==> config.mk <==
export PLATFORM = sky130hd
export DESIGN_NAME = rfa_bank
export DESIGN_NICKNAME = d
export VERILOG_FILES = /design/src/rfa_field.sv /design/src/rfa_bank.sv
export SDC_FILE = /design/constraint.sdc
export NUM_CORES = 1
export LEC_CHECK = 0
export BUFFER_PORTS_ARGS = -buffer_cell sky130_fd_sc_hd__buf_2
export CAP_MARGIN = 10
export CORE_AREA = 2 2 134 136
export CTS_CLUSTER_DIAMETER = 60
export DETAILED_ROUTE_END_ITERATION = 12
export DIE_AREA = 0 0 136 138
export PLACE_DENSITY = 0.75
export SKIP_CTS_REPAIR_TIMING = 1
export SLEW_MARGIN = 15
export SYNTH_ARGS = -nofsm -noshare
export SYNTH_HDL_FRONTEND = slang
export SYNTH_SLANG_ARGS = --single-unit
==> constraint.sdc <==
create_clock -name i_clk -period 1.6 [get_ports i_clk]
set_clock_uncertainty 0.1 [all_clocks]
set_input_delay 0.32 -clock i_clk [delete_from_list [all_inputs] [get_ports i_clk]]
set_output_delay 0.32 -clock i_clk [all_outputs]
set_load 0.01 [all_outputs]
==> src/rfa_field.sv <==
// Purpose: register field access library: shared constants and one field primitive
// Assumes: single clock i_clk, synchronous active-low reset, strobes already decoded per register
// Notes:   one instance holds one register word; the access kind is a parameter

package rfa_pkg;
   // bus geometry
   localparam int unsigned DW   = 16;
   localparam int unsigned AW   = 4;
   localparam int unsigned NREG = 8;

   // access kinds that a field may carry
   typedef enum {
      rfa_rw, rfa_ro, rfa_clear_on_read, rfa_write_only_field,
      rfa_write_one_clear, rfa_sticky_low_status, rfa_sticky_high_status,
      rfa_self_clearing_field
   } rfa_kind_t;

   // register offsets (word addresses on the strobe port)
   localparam logic [AW-1:0] OFF_CTRL = 4'h0;
   localparam logic [AW-1:0] OFF_STAT = 4'h1;
   localparam logic [AW-1:0] OFF_COR  = 4'h2;
   localparam logic [AW-1:0] OFF_WOF  = 4'h3;
   localparam logic [AW-1:0] OFF_W1C  = 4'h4;
   localparam logic [AW-1:0] OFF_SLO  = 4'h5;
   localparam logic [AW-1:0] OFF_SHI  = 4'h6;
   localparam logic [AW-1:0] OFF_SCF  = 4'h7;

   // register index of each kind in the bank
   localparam int unsigned IX_CTRL = 0;
   localparam int unsigned IX_STAT = 1;
   localparam int unsigned IX_COR  = 2;
   localparam int unsigned IX_WOF  = 3;
   localparam int unsigned IX_W1C  = 4;
   localparam int unsigned IX_SLO  = 5;
   localparam int unsigned IX_SHI  = 6;
   localparam int unsigned IX_SCF  = 7;

   // reset values
   localparam logic [DW-1:0] RST_ZERO = 16'h0000;
   localparam logic [DW-1:0] RST_ONES = 16'hffff;
   localparam logic [DW-1:0] RST_CTRL = 16'h0000;

   // offset of register index i
   function automatic logic [AW-1:0] off_of(input int unsigned i);
      case (i)
         IX_CTRL: off_of = OFF_CTRL;
         IX_STAT: off_of = OFF_STAT;
         IX_COR:  off_of = OFF_COR;
         IX_WOF:  off_of = OFF_WOF;
         IX_W1C:  off_of = OFF_W1C;
         IX_SLO:  off_of = OFF_SLO;
         IX_SHI:  off_of = OFF_SHI;
         default: off_of = OFF_SCF;
      endcase
   endfunction : off_of

   // access kind of register index i
   function automatic rfa_kind_t kind_of(input int unsigned i);
      case (i)
         IX_CTRL: kind_of = rfa_rw;
         IX_STAT: kind_of = rfa_ro;
         IX_COR:  kind_of = rfa_clear_on_read;
         IX_WOF:  kind_of = rfa_write_only_field;
         IX_W1C:  kind_of = rfa_write_one_clear;
         IX_SLO:  kind_of = rfa_sticky_low_status;
         IX_SHI:  kind_of = rfa_sticky_high_status;
         default: kind_of = rfa_self_clearing_field;
      endcase
   endfunction : kind_of

   // reset value of register index i; a sticky-low word starts high so no false latch shows
   function automatic logic [DW-1:0] rst_of(input int unsigned i);
      case (i)
         IX_CTRL: rst_of = RST_CTRL;
         IX_SLO:  rst_of = RST_ONES;
         default: rst_of = RST_ZERO;
      endcase
   endfunction : rst_of
endpackage : rfa_pkg

`timescale 1ns/1ps
`default_nettype none

module rfa_field #(
   parameter rfa_pkg::rfa_kind_t          KIND = rfa_pkg::rfa_rw,
   parameter logic [rfa_pkg::DW-1:0]      RST  = rfa_pkg::RST_ZERO
) (
   // clock and reset
   input  wire logic                      i_clk,
   input  wire logic                      i_rst_n,
   // decoded access strobes for this word
   input  wire logic                      i_wr,
   input  wire logic                      i_rd,
   input  wire logic [rfa_pkg::DW-1:0]    i_wdata,
   // hardware side: status level or event pulses
   input  wire logic [rfa_pkg::DW-1:0]    i_hw,
   // field contents and the value a read returns
   output logic      [rfa_pkg::DW-1:0]    o_value,
   output logic      [rfa_pkg::DW-1:0]    o_rdval
);
   logic [rfa_pkg::DW-1:0] val_q;
   logic [rfa_pkg::DW-1:0] val_d;

   // next value per access kind; hardware sets win over a clear in the same cycle
   always_comb begin
      case (KIND)
         rfa_pkg::rfa_rw:                  val_d = i_wr ? i_wdata : val_q;
         rfa_pkg::rfa_ro:                  val_d = i_hw;
         rfa_pkg::rfa_clear_on_read:       val_d = i_hw | (i_rd ? '0 : val_q);
         rfa_pkg::rfa_write_only_field:    val_d = i_wr ? i_wdata : val_q;
         rfa_pkg::rfa_write_one_clear:     val_d = i_hw | (val_q & ~(i_wr ? i_wdata : '0));
         rfa_pkg::rfa_sticky_low_status:   val_d = i_rd ? i_hw : (val_q & i_hw);
         rfa_pkg::rfa_sticky_high_status:  val_d = i_rd ? i_hw : (val_q | i_hw);
         rfa_pkg::rfa_self_clearing_field: val_d = i_wr ? i_wdata : '0;
         default:                          val_d = val_q;
      endcase
   end

   // field storage
   always_ff @(posedge i_clk) begin
      if (!i_rst_n) begin
         val_q <= RST;
      end else begin
         val_q <= val_d;
      end
   end

   // write-only words read back as zero; everything else shows its contents
   assign o_rdval = (KIND == rfa_pkg::rfa_write_only_field) ? '0 : val_q;
   assign o_value = val_q;
endmodule : rfa_field

`default_nettype wire

==> src/rfa_bank.sv <==
// Purpose: demonstration register bank with one word of each field access kind
// Assumes: strobe port on i_clk; event inputs come from logic on i_clk; status levels are pins
// Notes:   read data appears one cycle after the read strobe with o_rvalid

`timescale 1ns/1ps
`default_nettype none

// Contract
// - readable fields return contents on read; writable fields take written data.
// - read-only fields return their value and ignore all writes.
// - clear-on-read fields return value, then clear to zero; writes ignored.
// - write-only fields accept writes; read value is unspecified, here zero.
// - write-one-clear fields clear bits written one, keep bits written zero.
// - sticky-low status holds low until read, then follows its condition.
// - sticky-high status holds high until read, then follows its condition.
// - self-clearing fields drop to zero alone; zero writes do nothing; readable.
module rfa_bank (
   // clock and reset
   input  wire logic                      i_clk,
   input  wire logic                      i_rst_n,
   // register strobe port
   input  wire logic                      i_wr,
   input  wire logic                      i_rd,
   input  wire logic [rfa_pkg::AW-1:0]    i_addr,
   input  wire logic [rfa_pkg::DW-1:0]    i_wdata,
   output logic      [rfa_pkg::DW-1:0]    o_rdata,
   output logic                           o_rvalid,
   // hardware status and events
   input  wire logic [rfa_pkg::DW-1:0]    i_status,
   input  wire logic [rfa_pkg::DW-1:0]    i_cond_low,
   input  wire logic [rfa_pkg::DW-1:0]    i_cond_high,
   input  wire logic [rfa_pkg::DW-1:0]    i_event_cor,
   input  wire logic [rfa_pkg::DW-1:0]    i_event_w1c,
   // field outputs toward the core
   output logic      [rfa_pkg::DW-1:0]    o_ctrl,
   output logic      [rfa_pkg::DW-1:0]    o_write_only_field,
   output logic      [rfa_pkg::DW-1:0]    o_self_clearing_field
);
   localparam int unsigned N = rfa_pkg::NREG;

   logic [rfa_pkg::DW-1:0] sync1_q [3];
   logic [rfa_pkg::DW-1:0] sync2_q [3];
   logic [rfa_pkg::DW-1:0] sync1_d [3];
   logic [rfa_pkg::DW-1:0] sync2_d [3];
   logic [rfa_pkg::DW-1:0] hw      [N];
   logic [rfa_pkg::DW-1:0] val     [N];
   logic [rfa_pkg::DW-1:0] rdv     [N];
   logic [N-1:0]           wr_sel;
   logic [N-1:0]           rd_sel;
   logic [rfa_pkg::DW-1:0] rdata_d;
   logic [rfa_pkg::DW-1:0] rdata_q;
   logic                   rvalid_d;
   logic                   rvalid_q;

   // two-stage synchronisers for the pin-level status inputs
   always_comb begin
      sync1_d[0] = i_status;
      sync1_d[1] = i_cond_low;
      sync1_d[2] = i_cond_high;
      sync2_d    = sync1_q;
   end

   always_ff @(posedge i_clk) begin
      if (!i_rst_n) begin
         sync1_q[0] <= rfa_pkg::RST_ZERO;
         sync1_q[1] <= rfa_pkg::RST_ONES;
         sync1_q[2] <= rfa_pkg::RST_ZERO;
         sync2_q[0] <= rfa_pkg::RST_ZERO;
         sync2_q[1] <= rfa_pkg::RST_ONES;
         sync2_q[2] <= rfa_pkg::RST_ZERO;
      end else begin
         sync1_q <= sync1_d;
         sync2_q <= sync2_d;
      end
   end

   // hardware input of each word
   always_comb begin
      for (int i = 0; i < N; i++) begin
         hw[i] = rfa_pkg::RST_ZERO;
      end
      hw[rfa_pkg::IX_STAT] = sync2_q[0];
      hw[rfa_pkg::IX_SLO]  = sync2_q[1];
      hw[rfa_pkg::IX_SHI]  = sync2_q[2];
      hw[rfa_pkg::IX_COR]  = i_event_cor;
      hw[rfa_pkg::IX_W1C]  = i_event_w1c;
   end

   // one field word per register; strobes reach only the addressed word
   for (genvar g = 0; g < N; g++) begin : g_reg
      assign wr_sel[g] = i_wr && (i_addr == rfa_pkg::off_of(g));
      assign rd_sel[g] = i_rd && (i_addr == rfa_pkg::off_of(g));

      rfa_field #(
         .KIND (rfa_pkg::kind_of(g)),
         .RST  (rfa_pkg::rst_of(g))
      ) u_field (
         .i_clk   (i_clk),
         .i_rst_n (i_rst_n),
         .i_wr    (wr_sel[g]),
         .i_rd    (rd_sel[g]),
         .i_wdata (i_wdata),
         .i_hw    (hw[g]),
         .o_value (val[g]),
         .o_rdval (rdv[g])
      );
   end

   // read mux; unmapped addresses read zero
   always_comb begin
      rdata_d  = rfa_pkg::RST_ZERO;
      rvalid_d = i_rd;
      for (int i = 0; i < N; i++) begin
         if (rd_sel[i]) begin
            rdata_d = rdv[i];
         end
      end
   end

   always_ff @(posedge i_clk) begin
      if (!i_rst_n) begin
         rdata_q  <= rfa_pkg::RST_ZERO;
         rvalid_q <= 1'b0;
      end else begin
         rdata_q  <= rdata_d;
         rvalid_q <= rvalid_d;
      end
   end

   assign o_rdata               = rdata_q;
   assign o_rvalid              = rvalid_q;
   assign o_ctrl                = val[rfa_pkg::IX_CTRL];
   assign o_write_only_field    = val[rfa_pkg::IX_WOF];
   assign o_self_clearing_field = val[rfa_pkg::IX_SCF];
endmodule : rfa_bank

`default_nettype wire

==> summary.md <==
| Metric | Value |
|---|---|
| Num CTS Buffers | 24 |
| R2R Path Start | g_reg[5].u_field.o_rdval[0] |
| Gate power share | under 10% |
| FP Rows | between 40 and 50 |
| Routed WL per cell | 15.3 um |
| Fin. max-slew vios | 0 |
| CP cell instances | buf_2 |
| Multiplexer area fraction after synthesis | 0% |
| Synthesized cell area | 8380 um2 |
| Core Region | 17500 um2 |
| Post-DP Area | slightly below 10000 um2 |
| Worst slew margin relative to its limit | about 71% |
| Port Buffer Count | 168 |
| Fin Hold WS | -32.1 ps |
| Worst Path Buf+Inv | 1 |
| Worst-path maximum fanout | 3 |
| Max Cap Violations | 0 |
| Failing checks | negative hold slack |
| VDD IR max | 0.937 mV |
| Clk pin slew, worst setup/hold paths | approximately 60 ps |
| Area Growth Syn to Fin | 36.0% |
| Worst path slowest cell | dfxtp_1 |
| R2r setup slk | 400 ps |
| CP top delay family | flip-flops |
| Design area | 11400 um2 |
| Int Pwr | between 10000 and 15000 uW |
| Post-synth ARST share | 0% |
| Worst Hold Depth | 3 |
| Top Ports | approximately 170 |
| Synthesized instance count | around 860 |
| Sink Count | around 240 |
| Setup CP Type | flip-flop to output pin |
| Die Height | 138 um |
| Clock share of power | 43.3% |
| Type of the worst min-delay path | input pin to flip-flop |
| # nets final | 1231 |
| Leading area contributor after synthesis | dfxtp_1 |
| Tightest Pin Transition | roughly 440 ps |
| CP Depth | 1 |
| Worst skew pair latency | slightly above 500 ps |
| DRT iter0 DRCs | between 300 and 400 |
| Startpoint Class | flip-flop |
| Pleak | ~0.0048 uW |
| RSZ-0062 raised after global routing | false |
| Hold Path Sink | g_reg[2].u_field.o_rdval[4] |
| Top-area cell type share of the netlist area | 57.6% |
| Crit path time final | around 1500 ps |
| WP data required | approximately 1200 ps |
| GRT Resource Usage Total | a little over a fifth |
| Final WL | around 21000 um |
| Detailed-route DRC error count | 0 |
| Initial Util | about 48% |
| Number of global-route vias before repair | 6214 |
| Final core utilization | ~65% |
| Congestion Overflow GR | 0 |
| Root Driver | clkbuf_16 |
| Count leader, synth | dfxtp_1 |
| ANT cells | 0 |
| Placer Congestion | between 0.8 and 0.9 |
| Layout Cells excl Fill | about 1400 |
| Largest family of logic cells by synthesized area | simple AND/OR/NAND/NOR gates |
| Flops & latches, synth | 241 |
| Worst EP arrival | 1060 ps |
| Synth Area in Simple Gates | approximately 22% |
| Chip Width | roughly 140 um |
| Synth Area in Adders | 0% |
| Design Power | 13100 uW |
| Net Sw Frac | between 20% and 30% |
| Most frequent cells after synthesis | dfxtp_1 (241), and2_1 (97), nand2_1 (97), nand2b_1 (48) |
| Worst r2r path cells | 4 |
| Yosys warns | 0 |
| Top cells by area, synth | dfxtp_1 (58%), and2_1 (7.2%), nand2_1 (4.3%) |
| NetSw | roughly 2800 uW |
| Final cycle utilization of the critical path | between 90% and 100% |
| CP peak stage delay | 390 ps |
| Max Buffers Root-to-Sink | 3 |
| Synth Area in Compound Gates | 15.8% |
| XOR/XNOR share of the synthesized area | 0% |
| FF-to-FF End | o_rdata[0] |
| CTS tree | yes |
| Share of power burned in registers | 48.6% |
| Vias | 6838 |
| CP endpoint kind | output pin |
| Status | complete, but fails checks |
| Synth Flop Type | dfxtp_1 |
| Hold Path Origin | i_event_cor[4] |
| Endpoints failing setup | 0 |
| Cell Pwr Density | between 1000 and 1500 nW/um2 |
| H-tree depth | 1 |
| Yosys cell types | 36 |
| Synthesized Nets | between 900 and 1000 |
| Post-DP HPWL | roughly 14000 um |
| First-pass GRT wire length | 31300 um |
| DR pass1 iterations | 6 |
| Via density | around 5.0 |
| Fraction of layout cells with a size suffix above 1 | around a quarter |
| Pin count of the biggest net entering global routing | a little under 90 |
| DRT antenna net count | 0 |
| Initial antenna violation count | 0 |
| EDFF count, synth | 0 |
| Mean cell area of the mapped netlist | 9.73 um2 |
| Fmax | just under 700 MHz |
| Final hold viol count | 5 |
| Die ar. | roughly 19000 um2 |
| Placed Instances | 1248 |
| Sequential area share after synthesis | 57.6% |
[through the flow]
step / hold slack [ps] / TNS [ps] / setup WS [ps]
3_3_place_gp: 292 / -2960 / -98.3
3_5_place_dp: 291 / -4770 / -135
6_report: -32.1 / 0 / 116
2_1_floorplan: 286 / 0 / 23.3
5_1_grt: -4.79 / 0 / 84.0
4_1_cts: -118 / 0 / 111
[metal layers]
layer | vias up | global-route usage [%] | share of wire, %
met5 | - | 0 | 0
met4 | 0 | 8.44 | 3.7
met3 | 54 | 4.44 | 6.6
met2 | 248 | 34.6 | 48
met1 | 3155 | 26.9 | 42
li1 | 3381 | - | -
[cell type report]
type	instances	area, um2
multi-input combinational	544	3210
clock inverter	7	87.6
timing repair buffer	300	2200
sequential	241	4820
fill	1446	6140
inverter	16	60.1
clock buffer	36	727
tap	229	287
[cell families (layout without fill, tap and decap cells)]
group | Yosys count | in the layout
flip-flops | 241 | 241
buffers and inverters | 76 | 359
AND/OR/NAND/NOR | 335 | 335
AO/OA/AOI/OAI | 209 | 209
[flip-flops by register name, indices dropped and copies added, names as in the netlist]
signal,flops
hw,48
o_rdata,16
o_rvalid,1
sync1_q,48
g.u_field.o_rdval,112
g.u_field.o_value,16
[worst register-to-register path, delay by kind of cell, from the launching register on]
family / cells / cell delay, ps
AOI/OAI and AO/OA: 3 / 630
and+or+nand+nor: 1 / 60
DFF: 1 / 340
[how the worst max path moves through the flow]
stage,from,to,slack [ps]
CTS,g_reg[0].u_field.o_rdval[4],o_ctrl[4],110
detailed placement,i_addr[3],g_reg[3].u_field.o_value[4],-140
finish,g_reg[0].u_field.o_rdval[6],o_ctrl[6],120
global route,g_reg[0].u_field.o_rdval[13],o_ctrl[13],80
floorplan,i_addr[0],g_reg[0].u_field.o_rdval[5],20
global placement,i_addr[3],g_reg[3].u_field.o_value[3],-100
[cell usage in the layout (no fill, tap or decap), types with 2 or more instances in the layout]
master | netlist | routed
a31oi_1 | 16 | 16
buf_2 | 18 | 167
and2_1 | 97 | 97
clkbuf_16 | 0 | 25
clkbuf_1 | 33 | 5
a21oi_1 | 33 | 33
clkbuf_8 | 0 | 6
a21boi_0 | 28 | 28
o21ai_1 | 32 | 32
buf_12 | 0 | 13
nand2b_1 | 48 | 48
o21a_1 | 17 | 17
dfxtp_1 | 241 | 241
inv_1 | 16 | 16
dlygate4sd3_1 | 0 | 82
nor2_1 | 15 | 15
buf_4 | 5 | 38
a21boi_1 | 20 | 20
nor3_1 | 31 | 31
clkinv_2 | 0 | 4
nand2_1 | 97 | 97
nor3b_2 | 2 | 2
bufinv_16 | 0 | 2
nor2b_1 | 33 | 33
a211oi_1 | 16 | 16
a21oi_2 | 14 | 14
o21ai_0 | 32 | 32
[power groups by stage]
stage | clock, uW | combinational (uW) | sequential (uW)
after detailed placement | 0 | 892 | 6490
after global placement | 0 | 877 | 6490
after floorplan | 0 | 504 | 6470
final | 5670 | 1050 | 6360
after CTS | 5740 | 899 | 6360
after global routing | 6000 | 1160 | 6380
No activity file was read; power rests on OpenSTA's default activity.
